--- src/rtl/dtf_pkg.sv ---
// package: port map, status layout, timing counts and carrier types of the transfer block
package dtf_pkg;
   // ------------------------------------------------------------
   // i/o port addresses
   // ------------------------------------------------------------
   localparam logic [15:0] ADDR_MARK_TRIGGER_PORT = 16'h3030;
   localparam logic [15:0] CONTROLLER_STATUS_PORT = 16'h8000;
   localparam logic [15:0] FORMAT_START_UNIT_PORT = 16'h8018;
   localparam logic [15:0] SERIAL_BUFFER_PORT = 16'h8028;

   // ------------------------------------------------------------
   // status word layout and reset values
   // ------------------------------------------------------------
   localparam int STAT_INDEX_BIT = 15;
   localparam int STAT_FORMAT_BIT = 2;
   localparam int STAT_XFER_BIT = 1;
   localparam int STAT_TIMEOUT_BIT = 0;
   localparam int UNIT_CODE_LSB = 3;
   localparam logic [15:0] STATUS_RESET = 16'h0000;
   localparam logic [15:0] READ_BUFFER_RESET = 16'h0000;

   // ------------------------------------------------------------
   // timing
   // ------------------------------------------------------------
   localparam int CLK_PERIOD_NS = 10;
   localparam int BYTE_TIME_NS = 800;
   localparam int AM_PULSE_NS = 800;
   localparam int GAP_BYTE_TIMES = 11;
   localparam int SEARCH_REVOLUTIONS = 2;
   // least times: round up to whole cycles
   localparam int BYTE_CLKS = (BYTE_TIME_NS + CLK_PERIOD_NS - 1) / CLK_PERIOD_NS;
   localparam int AM_PULSE_CLKS = (AM_PULSE_NS + CLK_PERIOD_NS - 1) / CLK_PERIOD_NS;

   // ------------------------------------------------------------
   // buffering
   // ------------------------------------------------------------
   localparam int WORD_W = 16;
   localparam int WBUF_DEPTH = 4;

   // ------------------------------------------------------------
   // carrier types
   // ------------------------------------------------------------
   typedef struct packed {
      logic [15:0] addr;
      logic [15:0] wdata;
      logic wr;
      logic rd;
   } dtf_io_req_t;

   typedef struct packed {
      logic index_n;
      logic sector_n;
      logic mwait0_n;
      logic mwait1_n;
   } dtf_pins_t;
endpackage

--- src/rtl/dtf_fifo.sv ---
// module: write buffer fifo between the processor port and the serializer
`timescale 1ns/1ns
module dtf_fifo #(
   parameter int W = 16,
   parameter int D = 4
) (
   input wire logic clk_i,
   input wire logic reset_i,
   input wire logic ce_i,
   input wire logic [W-1:0] in_data_i,
   input wire logic in_valid_i,
   output logic in_ready_o,
   output logic [W-1:0] out_data_o,
   output logic out_valid_o,
   input wire logic out_ready_i
);
   localparam int AW = (D > 1) ? $clog2(D) : 1;

   typedef struct packed {
      logic [D-1:0][W-1:0] mem;
      logic [AW-1:0] wr_ptr;
      logic [AW-1:0] rd_ptr;
      logic [AW:0] count;
   } dtf_fifo_state_t;

   dtf_fifo_state_t st_ff;
   dtf_fifo_state_t nxt_st;
   logic push;
   logic pop;

   assign in_ready_o = (st_ff.count != (AW+1)'(D));
   assign out_valid_o = (st_ff.count != '0);
   assign out_data_o = st_ff.mem[st_ff.rd_ptr];
   assign push = in_valid_i & in_ready_o;
   assign pop = out_valid_o & out_ready_i;

   always_comb
   begin
      nxt_st = st_ff;
      if (push)
      begin
         nxt_st.mem[st_ff.wr_ptr] = in_data_i;
         nxt_st.wr_ptr = (st_ff.wr_ptr == AW'(D-1)) ? '0 : st_ff.wr_ptr + 1'b1;
      end
      if (pop)
      begin
         nxt_st.rd_ptr = (st_ff.rd_ptr == AW'(D-1)) ? '0 : st_ff.rd_ptr + 1'b1;
      end
      nxt_st.count = st_ff.count + (AW+1)'(push) - (AW+1)'(pop);
   end

   always_ff @(posedge clk_i or posedge reset_i)
   begin
      if (reset_i)
         st_ff <= '0;
      else if (ce_i)
         st_ff <= nxt_st;
   end
endmodule

--- src/rtl/dtf_core.sv ---
// module: word transfer ready handshake and first format pass sequencing
`timescale 1ns/1ns
module dtf_core #(
   parameter int BYTE_CLKS = dtf_pkg::BYTE_CLKS,
   parameter int AM_PULSE_CLKS = dtf_pkg::AM_PULSE_CLKS,
   parameter int WBUF_DEPTH = dtf_pkg::WBUF_DEPTH
) (
   input wire logic CLK_I,
   input wire logic RESET_I,
   input wire logic CE_I,
   input wire dtf_pkg::dtf_io_req_t IO_REQ_I,
   output logic [15:0] IO_RDATA_O,
   output logic READY_O,
   input wire dtf_pkg::dtf_pins_t PINS_I,
   input wire logic RW_GATE_I,
   input wire logic SEARCH_I,
   input wire logic SYNC_FOUND_I,
   input wire logic BIT_RING_ZERO_I,
   input wire logic HARD_SECTOR_I,
   input wire logic FORMAT_END_I,
   input wire logic [15:0] DES_WORD_I,
   input wire logic DES_VALID_I,
   output logic [15:0] SER_WORD_O,
   output logic SER_VALID_O,
   input wire logic SER_READY_I,
   output logic ZERO_FILL_O,
   output logic WRITE_GATE_FLOP_O,
   output logic FORMAT_O,
   output logic DRIVE_WRITE_GATE_O,
   output logic [1:0] UNIT_O,
   output logic WRITE_ADDRESS_MARK_O,
   output logic ADDRESS_MARK_ENABLE_O,
   output logic WRITE_TRANSFER_LINE_O,
   output logic TRANSFER_ENABLE_LINE_O,
   output logic TIMEOUT_O
);
   // ------------------------------------------------------------
   // state
   // ------------------------------------------------------------
   typedef struct packed {
      logic [3:0] pin_s1;
      logic [3:0] pin_s2;
      logic index_prev;
      logic sector_prev;
      logic ready;
      logic xsync;
      logic xfer_en;
      logic timeout;
      logic [1:0] rev_cnt;
      logic fmt;
      logic wgate_flop;
      logic drive_wgate;
      logic [1:0] unit;
      logic idx_latch;
      logic sector_started;
      logic [7:0] am_cnt;
      logic wr_am;
      logic gap_run;
      logic [3:0] gap_bytes;
      logic [7:0] byte_div;
      logic wr_xfer;
      logic [15:0] rdata;
      logic [15:0] rbuf;
      logic zero_fill;
   } dtf_state_t;

   dtf_state_t st_ff;
   dtf_state_t nxt_st;

   logic fifo_in_ready;
   logic [15:0] fifo_out_data;
   logic fifo_out_valid;

   logic index_now;
   logic sector_now;
   logic index_rise;
   logic sector_rise;
   logic wait_ok;
   logic buf_hit;
   logic buf_wr;
   logic buf_rd;
   logic strobe;
   logic done;
   logic push;
   logic status_rd;
   logic fmt_wr;
   logic mark_wr;
   logic mark_fire;
   logic gate_open;
   logic latch_ok;

   // ------------------------------------------------------------
   // decode
   // ------------------------------------------------------------
   always_comb
   begin
      // pin order in the sync vector: index, sector, wait0, wait1
      index_now = ~st_ff.pin_s2[3];
      sector_now = ~st_ff.pin_s2[2];
      index_rise = index_now & ~st_ff.index_prev;
      sector_rise = sector_now & ~st_ff.sector_prev;
      // either connector pulling its wait line low stalls the processor
      wait_ok = st_ff.pin_s2[1] & st_ff.pin_s2[0];
      buf_hit = (IO_REQ_I.addr == dtf_pkg::SERIAL_BUFFER_PORT);
      buf_wr = buf_hit & IO_REQ_I.wr;
      buf_rd = buf_hit & IO_REQ_I.rd;
      strobe = buf_wr | buf_rd;
      // a write needs buffer room; otherwise the word is not taken and the strobe waits
      done = st_ff.ready & (buf_rd | (buf_wr & fifo_in_ready));
      push = done & buf_wr;
      status_rd = IO_REQ_I.rd & (IO_REQ_I.addr == dtf_pkg::CONTROLLER_STATUS_PORT);
      fmt_wr = IO_REQ_I.wr & (IO_REQ_I.addr == dtf_pkg::FORMAT_START_UNIT_PORT);
      mark_wr = IO_REQ_I.wr & (IO_REQ_I.addr == dtf_pkg::ADDR_MARK_TRIGGER_PORT);
      // soft sectored: processor triggers; hard sectored: first sector pulse after index
      mark_fire = st_ff.fmt & st_ff.idx_latch & ~HARD_SECTOR_I & mark_wr;
      gate_open = st_ff.fmt & st_ff.idx_latch & HARD_SECTOR_I & ~st_ff.sector_started & sector_rise;
      // sync flop stands high while transfer enable is low, strobe then decides
      latch_ok = st_ff.xfer_en ? st_ff.xsync : ~strobe;
   end

   // ------------------------------------------------------------
   // next state
   // ------------------------------------------------------------
   always_comb
   begin
      nxt_st = st_ff;
      nxt_st.pin_s1 = {PINS_I.index_n, PINS_I.sector_n, PINS_I.mwait0_n, PINS_I.mwait1_n};
      nxt_st.pin_s2 = st_ff.pin_s1;
      nxt_st.index_prev = index_now;
      nxt_st.sector_prev = sector_now;

      // transfer enable: sync found or format write transfer; ends with the gate
      if (!RW_GATE_I)
         nxt_st.xfer_en = 1'b0;
      else if (SYNC_FOUND_I | st_ff.wr_xfer)
         nxt_st.xfer_en = 1'b1;

      // transfer sync flop: set on bit ring zero, cleared the clock after a word
      if (!st_ff.xfer_en)
         nxt_st.xsync = 1'b1;
      else if (BIT_RING_ZERO_I)
         nxt_st.xsync = 1'b1;
      else if (done)
         nxt_st.xsync = 1'b0;
      if (st_ff.xfer_en & done & ~BIT_RING_ZERO_I)
         nxt_st.xsync = 1'b0;

      // search timeout counts index pulses while searching
      if (!SEARCH_I)
      begin
         nxt_st.rev_cnt = 2'h0;
         nxt_st.timeout = 1'b0;
      end
      else if (index_rise & ~st_ff.timeout)
      begin
         nxt_st.rev_cnt = st_ff.rev_cnt + 2'h1;
         if (st_ff.rev_cnt == 2'(dtf_pkg::SEARCH_REVOLUTIONS - 1))
            nxt_st.timeout = 1'b1;
      end

      // ready: timeout forces it; search, wait line or closed gate block it
      nxt_st.ready = st_ff.timeout
         | (~SEARCH_I & wait_ok & RW_GATE_I & latch_ok & ~done & (~buf_wr | fifo_in_ready));

      // format start
      if (fmt_wr)
      begin
         nxt_st.fmt = 1'b1;
         nxt_st.wgate_flop = 1'b1;
         nxt_st.drive_wgate = 1'b1;
         nxt_st.unit = IO_REQ_I.wdata[dtf_pkg::UNIT_CODE_LSB +: 2];
         nxt_st.idx_latch = index_rise;
         nxt_st.sector_started = 1'b0;
         nxt_st.wr_xfer = 1'b0;
         nxt_st.gap_run = 1'b0;
         nxt_st.am_cnt = 8'h00;
         nxt_st.wr_am = 1'b0;
      end
      else if (FORMAT_END_I)
      begin
         // one track per command: the pass closes and waits for a new start
         nxt_st.fmt = 1'b0;
         nxt_st.wgate_flop = 1'b0;
         nxt_st.drive_wgate = 1'b0;
         nxt_st.wr_xfer = 1'b0;
         nxt_st.gap_run = 1'b0;
      end
      else
      begin
         if (st_ff.fmt & index_rise)
            nxt_st.idx_latch = 1'b1;

         // address mark one-shot, width fixed by its own count
         if (mark_fire)
         begin
            nxt_st.am_cnt = 8'(AM_PULSE_CLKS);
            nxt_st.wr_am = 1'b1;
         end
         else if (st_ff.am_cnt > 8'h01)
            nxt_st.am_cnt = st_ff.am_cnt - 8'h01;
         else
         begin
            nxt_st.am_cnt = 8'h00;
            nxt_st.wr_am = 1'b0;
         end

         // gap counter from the mark or the sector pulse
         if (mark_fire | gate_open)
         begin
            nxt_st.sector_started = st_ff.sector_started | gate_open;
            nxt_st.gap_run = 1'b1;
            nxt_st.gap_bytes = 4'(dtf_pkg::GAP_BYTE_TIMES);
            nxt_st.byte_div = 8'(BYTE_CLKS - 1);
            nxt_st.wr_xfer = 1'b0;
         end
         else if (st_ff.gap_run)
         begin
            if (st_ff.byte_div != 8'h00)
               nxt_st.byte_div = st_ff.byte_div - 8'h01;
            else
            begin
               nxt_st.byte_div = 8'(BYTE_CLKS - 1);
               nxt_st.gap_bytes = st_ff.gap_bytes - 4'h1;
               if (st_ff.gap_bytes == 4'h1)
               begin
                  nxt_st.gap_run = 1'b0;
                  nxt_st.wr_xfer = 1'b1;
               end
            end
         end
      end

      // register port reads are answered one cycle later
      if (status_rd)
      begin
         nxt_st.rdata = dtf_pkg::STATUS_RESET;
         nxt_st.rdata[dtf_pkg::STAT_INDEX_BIT] = st_ff.idx_latch;
         nxt_st.rdata[dtf_pkg::STAT_FORMAT_BIT] = st_ff.fmt;
         nxt_st.rdata[dtf_pkg::STAT_XFER_BIT] = st_ff.xfer_en;
         nxt_st.rdata[dtf_pkg::STAT_TIMEOUT_BIT] = st_ff.timeout;
      end
      else if (done & buf_rd)
         nxt_st.rdata = st_ff.rbuf;

      // deserializer word lands in the read buffer; a late drain loses the older word
      if (DES_VALID_I)
         nxt_st.rbuf = DES_WORD_I;
      nxt_st.zero_fill = nxt_st.fmt & ~nxt_st.idx_latch;
   end

   // ------------------------------------------------------------
   // registers
   // ------------------------------------------------------------
   always_ff @(posedge CLK_I or posedge RESET_I)
   begin
      if (RESET_I)
      begin
         st_ff <= '0;
         st_ff.pin_s1 <= 4'hf;
         st_ff.pin_s2 <= 4'hf;
         st_ff.xsync <= 1'b1;
         st_ff.rdata <= dtf_pkg::STATUS_RESET;
         st_ff.rbuf <= dtf_pkg::READ_BUFFER_RESET;
      end
      else if (CE_I)
      begin
         st_ff <= nxt_st;
      end
   end

   // ------------------------------------------------------------
   // write buffer
   // ------------------------------------------------------------
   dtf_fifo #(
      .W(dtf_pkg::WORD_W),
      .D(WBUF_DEPTH)
   ) u_wbuf (
      .clk_i(CLK_I),
      .reset_i(RESET_I),
      .ce_i(CE_I),
      .in_data_i(IO_REQ_I.wdata),
      .in_valid_i(push),
      .in_ready_o(fifo_in_ready),
      .out_data_o(fifo_out_data),
      .out_valid_o(fifo_out_valid),
      .out_ready_i(SER_READY_I & ~st_ff.zero_fill)
   );

   // ------------------------------------------------------------
   // outputs
   // ------------------------------------------------------------
   // in a format pass the serializer sees zeros, not buffered words, until index arrives
   assign SER_WORD_O = st_ff.zero_fill ? 16'h0000 : fifo_out_data;
   assign SER_VALID_O = fifo_out_valid & ~st_ff.zero_fill;
   assign ZERO_FILL_O = st_ff.zero_fill;
   assign IO_RDATA_O = st_ff.rdata;
   assign READY_O = st_ff.ready;
   assign WRITE_GATE_FLOP_O = st_ff.wgate_flop;
   assign FORMAT_O = st_ff.fmt;
   assign DRIVE_WRITE_GATE_O = st_ff.drive_wgate;
   assign UNIT_O = st_ff.unit;
   assign WRITE_ADDRESS_MARK_O = st_ff.wr_am;
   assign ADDRESS_MARK_ENABLE_O = st_ff.wr_am;
   assign WRITE_TRANSFER_LINE_O = st_ff.wr_xfer;
   assign TRANSFER_ENABLE_LINE_O = st_ff.xfer_en;
   assign TIMEOUT_O = st_ff.timeout;
endmodule

--- config.mk ---
export PLATFORM = sky130hd
export DESIGN_NAME = dtf_core
export DESIGN_NICKNAME = d
export VERILOG_FILES = /design/src/rtl/dtf_pkg.sv /design/src/rtl/dtf_fifo.sv /design/src/rtl/dtf_core.sv
export SDC_FILE = /design/constraint.sdc
export NUM_CORES = 1
export LEC_CHECK = 0
export BUFFER_PORTS_ARGS = -buffer_cell sky130_fd_sc_hd__buf_4
export CAP_MARGIN = 20
export CORE_ASPECT_RATIO = 2
export CORE_MARGIN = 3
export CORE_UTILIZATION = 36
export CTS_BUF_LIST = sky130_fd_sc_hd__clkbuf_16
export DETAILED_ROUTE_END_ITERATION = 8
export PLACE_DENSITY = 0.68
export SLEW_MARGIN = 15
export SYNTH_ARGS = -nofsm -noshare
export SYNTH_HDL_FRONTEND = slang
export SYNTH_SLANG_ARGS = --single-unit
--- constraint.sdc ---
create_clock -name CLK_I -period 5.01 [get_ports CLK_I]
set_input_delay 1.002 -clock CLK_I [delete_from_list [all_inputs] [get_ports CLK_I]]
set_output_delay 1.002 -clock CLK_I [all_outputs]
set_load 0.02 [all_outputs]
== Word level (Yosys, flattened, before mapping) ==
Index checks and enable logic that the tools add are counted.

* Logic and storage cells: 179
* Flip-flop bits (word level): 150
* Input bits: 65

* Eq/ne operators: 17
* Magnitude comparators: 4
* Reductions and logical operators: 25
* Multiplexer cells: 39
* Add/sub/neg operators: 8
* Bitwise operators: 55

{| class="wikitable"
|+ Operators with widths
! kind !! count
|-
| 16-bit two-way mux || 5
|-
| 64-bit bitwise mux || 1
|-
| 16-bit == test, second input constant || 3
|-
| 1-bit bitwise AND || 32
|-
| 16-bit binary-select mux with 2-bit select || 1
|-
| 16-bit demux with 2-bit select || 1
|-
| 14-bit two-way mux || 2
|-
| 2-bit AND reduction || 10
|-
| 1-bit two-way mux || 17
|-
| 16-bit by 14-bit == test with 1-bit output, second input constant || 1
|-
| 8-bit two-way mux || 2
|-
| 1-bit NOT || 16
|-
| 8-bit by 1-bit subtractor with 8-bit output, second input constant || 2
|-
| 12-bit two-way mux || 1
|-
| 3-bit two-way mux || 4
|-
| 11-bit two-way mux || 1
|-
| 9-bit two-way mux || 1
|-
| 3-bit AND reduction || 3
|-
| 8-bit by 1-bit > comparator with 1-bit output, second input constant || 1
|-
| 2-bit by 1-bit inequality test with 1-bit output, second input constant || 4
|-
| 4-bit AND reduction || 2
|-
| 2-bit nonzero test || 4
|-
| 4-bit nonzero test || 2
|-
| 8-bit nonzero test || 1
|-
| other kinds (19) || 31
|}

== Logic depth before layout (Yosys ltp) ==
* Depth after elaboration: 10
* Mapped depth: 11
* Depth with buffers taken out: 11

== By module ==
From an unflattened synthesis, not the netlist that was laid out.

* Cell total of the unflattened synthesis: 596
* Area, all modules: 7482.2 µm²

{| class="wikitable"
|+ By module, submodules not included
! module !! sequential area each (µm²) !! times used !! cells each !! area an instance (µm²)
|-
| dtf_core || 1963.1 || 1 || 395 || 4231.6
|-
| dtf_fifo || 1776.7 || 1 || 201 || 3250.6
|}

== Worst setup path before layout ==
No wires, ideal clock.

* Path kind: input port to flip-flop
* Start: input IO_REQ_I[32] (netlist name)
* End: register u_wbuf.st_ff[2] (netlist name)
* Setup time: 123 ps
* Buffers on the path: 0
* Data arrival time: 2604 ps
* Stages: 9
* Path slack: 2283 ps
* Cell sequence: nor4_4 -> and4_4 -> and3_2 -> ha_1 -> inv_1 -> fa_1 -> xor2_1 -> nand2_1 -> xnor2_1

* Word-level cells in the longest chain between the ends: 9

{| class="wikitable"
|+ RTL lines
! element !! line !! text
|-
| start, declared || dtf_core.sv:11 || <nowiki>input wire dtf_pkg::dtf_io_req_t IO_REQ_I,</nowiki>
|-
| 16-bit == test (*) || dtf_core.sv:104 || <nowiki>buf_hit = (IO_REQ_I.addr == dtf_pkg::SERIAL_BUFFER_PORT);</nowiki>
|-
| 1-bit bitwise AND || dtf_core.sv:105 || <nowiki>buf_wr = buf_hit & IO_REQ_I.wr;</nowiki>
|-
| 1-bit bitwise AND || dtf_core.sv:109 || <nowiki>done = st_ff.ready & (buf_rd | (buf_wr & fifo_in_ready));</nowiki>
|-
| 1-bit bitwise OR || dtf_core.sv:109 ||
|-
| 1-bit bitwise AND || dtf_core.sv:109 ||
|-
| 1-bit bitwise AND (*) || dtf_core.sv:110 || <nowiki>push = done & buf_wr;</nowiki>
|-
| 1-bit bitwise AND (*) || dtf_fifo.sv:34 || <nowiki>assign push = in_valid_i & in_ready_o;</nowiki>
|-
| 3-bit by 1-bit adder with 3-bit output (*) || dtf_fifo.sv:49 || <nowiki>nxt_st.count = st_ff.count + (AW+1)'(push) - (AW+1)'(pop);</nowiki>
|-
| 3-bit by 1-bit subtractor with 3-bit output (*) || dtf_fifo.sv:49 ||
|-
| end signal, assigned || dtf_fifo.sv:57 || <nowiki>st_ff <= nxt_st;</nowiki>
|-
| end, declared || dtf_fifo.sv:26 || <nowiki>dtf_fifo_state_t st_ff;</nowiki>
|}

Every way passes the cells marked *; elsewhere a longest branch is shown, timed or not.
A chain may end at the register's enable or synchronous reset.

== Worst setup path in the final report ==
* Start: register u_wbuf.st_ff[4] (netlist name)
* End: output SER_WORD_O[0]

* Word-level cells in the longest chain between the ends: 3

{| class="wikitable"
|+ RTL lines
! element !! line !! text
|-
| 16-bit binary-select mux with 2-bit select || dtf_fifo.sv:33 || <nowiki>assign out_data_o = st_ff.mem[st_ff.rd_ptr];</nowiki>
|-
| 16-bit two-way mux (implied by the code) || dtf_fifo.sv:33 ||
|-
| 16-bit two-way mux || dtf_core.sv:293 || <nowiki>assign SER_WORD_O = st_ff.zero_fill ? 16'h0000 : fifo_out_data;</nowiki>
|-
| end, declared || dtf_core.sv:23 || <nowiki>output logic [15:0] SER_WORD_O,</nowiki>
|}

Every way passes these cells. The select of a mux whose other input is x is not followed.

==> impl_metrics.tcl <==
set metrics [dict create \
    status "completed" \
    drv_cap 0 \
    finalNetCount 744 \
    grt_pass1_vias 5112 \
    n_fill_cell 1889 \
    drt_wl_total_mm 17.3 \
    cts_buffers 17 \
    max_freq_ghz 0.299 \
    cp_num_buf_inv 1 \
    io_pins 110 \
    stdcell_area_um2 9010 \
    start_util 0.367 \
    cts_resized 0 \
    dieWidth_um 108 \
    gp_congestion 0.895 \
    slowest_stage "dfrtp_1" \
    ys_types 61 \
    syn_nets 653 \
    mostFrequentLayoutCells "dfrtp_1, buf_4, mux2_2, mux2_4, nand2_1" \
    relSlewSlack 0.364 \
    path_clk_slew_ns 0.06 \
    drc 0 \
    synth-seq-cells 149 \
    crit_chain "mux4_2, and2_1, buf_4" \
    total_power_mw 3.28 \
    cts_tree "done" \
    cts_max_level 4 \
    hp-class "reg2reg" \
    hpwl_mm 12.4 \
    tightest_slew_ns 0.955 \
    worstPathRequired_ns 4.01 \
    via_per_inst 5.21 \
    rsz0062_at_grt "false" \
    die_height_um 210 \
    dieArea_um2 22700 \
    ys_async_sr_fraction 1.00 \
    io_buffers 109 \
    antenna_found_initial 0 \
    netlist_area_um2 7510 \
    setup_tns_ns 0 \
    cp-startpoint "u_wbuf.st_ff[4]" \
    grt_pass1_wl_mm 27.8 \
    grt_max_degree 83 \
    cp_slowest_stage_delay_ns 0.97 \
    clk_latency_ns 0.43 \
    area_growth_pct 19.9 \
    clock_sinks 149 \
    hold_viol_final 0 \
    post_drt_wl_per_cell_um 18.3 \
    hp-start "st_ff[67]" \
    cts_buffer_depth 2 \
    worstPathMaxFanout 18 \
    postPlaceCellArea_um2 8370 \
    vias 4922 \
    drt_iter0_markers 202 \
    fin_util 0.440 \
    power.leakage_nw 4.30 \
    final_common_cell "dfrtp_1" \
    grtUsageTotal 0.160 \
    cts_setup_buffers 0 \
    synth_top_flop_cell "dfrtp_1" \
    criticalPathCategory "reg2out" \
    synthCells 574 \
    worst-endpoint-arrival_ns 2.34 \
    slew_viol_final 0 \
    rows 74 \
    syn_avg_cell_area_um2 13.1 \
    fin_crit_sh 0.667 \
    path_delay_family "flip-flops" \
    skew_ns 0.0100 \
    synth-edff-count 0 \
    powerDensity_nw_per_um2 364 \
    whs_path_depth 2 \
    num_antenna_cells 0 \
    ys.warnings.count 0 \
    ant_nets 0 \
    cp_num_cells 3 \
    setup_viol 0 \
    cp-start-kind "flop" \
    reg2reg_from "u_wbuf.st_ff[1]" \
    fin_crit_ns 3.34 \
    ir_drop_mv 0.212 \
    coreArea_um2 20500 \
    drt_pass1_iterations 4 \
    drive_gt1_frac 0.429 \
    cts_hold_buf 0 \
    critPathCaptureType "output port" \
    cts-root-buf "clkbuf_16" \
    overflow 0 \
    rr_worst_depth 11 \
    ys_seq_area_frac 0.498 \
]
[path summary, 6_finish.rpt]
path                                    end  slack, ns
min                               st_ff[67]       0.47
max                           SER_WORD_O[0]       1.67
min in group asynchronous     IO_RDATA_O[8]       0.70
max reg2reg                 u_wbuf.st_ff[2]       2.73
max in group asynchronous  u_wbuf.st_ff[70]       3.27
min reg2reg                       st_ff[67]       0.47
[power breakdown]
group,internal (mW),switching (mW)
clock,0.827,0.509
combinational,0.259,0.244
sequential,1.30,0.138
[logic make-up (layout without fill, tap and decap cells)]
| group | after synthesis | count (layout) | share of synthesized area |
|---|---|---|---|
| compound gates | 92 | 92 | 0.0856 |
| mux | 119 | 119 | 0.222 |
| xor+xnor | 2 | 2 | 0.00233 |
| fa+ha+maj | 14 | 14 | 0.0243 |
| simple gates | 132 | 132 | 0.113 |
| buf+inv | 66 | 170 | 0.0553 |
| flops | 149 | 149 | 0.498 |
[tightest hold or removal path, cell delays in order, from the launching register on]
cell	delay [ns]
dfstp_2	0.37
nand2_1	0.05
nand2_1	0.05
[through the flow]
| stage | setup slack, ns | hold slack, ns | std cells |
|---|---|---|---|
| floorplan | 0.0149 | 0.435 | 574 |
| global placement | 1.91 | 0.442 | 911 |
| detailed placement | 1.87 | 0.467 | 911 |
| CTS | 1.50 | 0.476 | 943 |
| global route | 1.54 | 0.486 | 944 |
| finish | 1.67 | 0.474 | 944 |
[state kept, by name, indices dropped and copies added, names as in the netlist]
register,flops
ADDRESS_MARK_ENABLE_O,1
FORMAT_O,1
IO_RDATA_O,16
READY_O,1
TIMEOUT_O,1
TRANSFER_ENABLE_LINE_O,1
UNIT_O,2
WRITE_GATE_FLOP_O,1
WRITE_TRANSFER_LINE_O,1
ZERO_FILL_O,1
nxt_st,4
st_ff,48
u_wbuf.st_ff,71
[layout make-up]
| type | count | area, um2 | area share |
|---|---|---|---|
| tap | 266 | 333 | 0.0370 |
| clock inverter | 15 | 188 | 0.0208 |
| sequential | 149 | 3740 | 0.415 |
| multi-input combinational | 359 | 3360 | 0.373 |
| inverter | 24 | 95.1 | 0.0106 |
| timing repair buffer | 114 | 863 | 0.0959 |
| clock buffer | 17 | 425 | 0.0472 |
[synth_stat cells, types with 10 or more instances]
cell type / count / area (um2)
nor3_1: 10 / 50.1
a21oi_1: 17 / 85.1
dfrtp_1: 140 / 3500
or4_1: 10 / 75.1
ha_1: 13 / 163
mux2_4: 40 / 601
and2_1: 17 / 106
a22o_1: 14 / 123
nand2_1: 29 / 109
mux2_2: 61 / 687
o21ai_0: 16 / 80.1
nor2_1: 19 / 71.3
inv_1: 24 / 90.1
mux4_2: 16 / 360
buf_4: 21 / 158
[layer usage]
| metal | track usage | vias to the layer above | routed length, um |
|---|---|---|---|
| met3 | 0.0365 | 38 | 750 |
| met1 | 0.179 | 2495 | 6470 |
| li1 | - | 2260 | - |
| met4 | 0.0811 | 0 | 676 |
| met5 | 0 | - | 0 |
| met2 | 0.282 | 129 | 9400 |
Note: power is estimated with default switching activity, not from simulation.
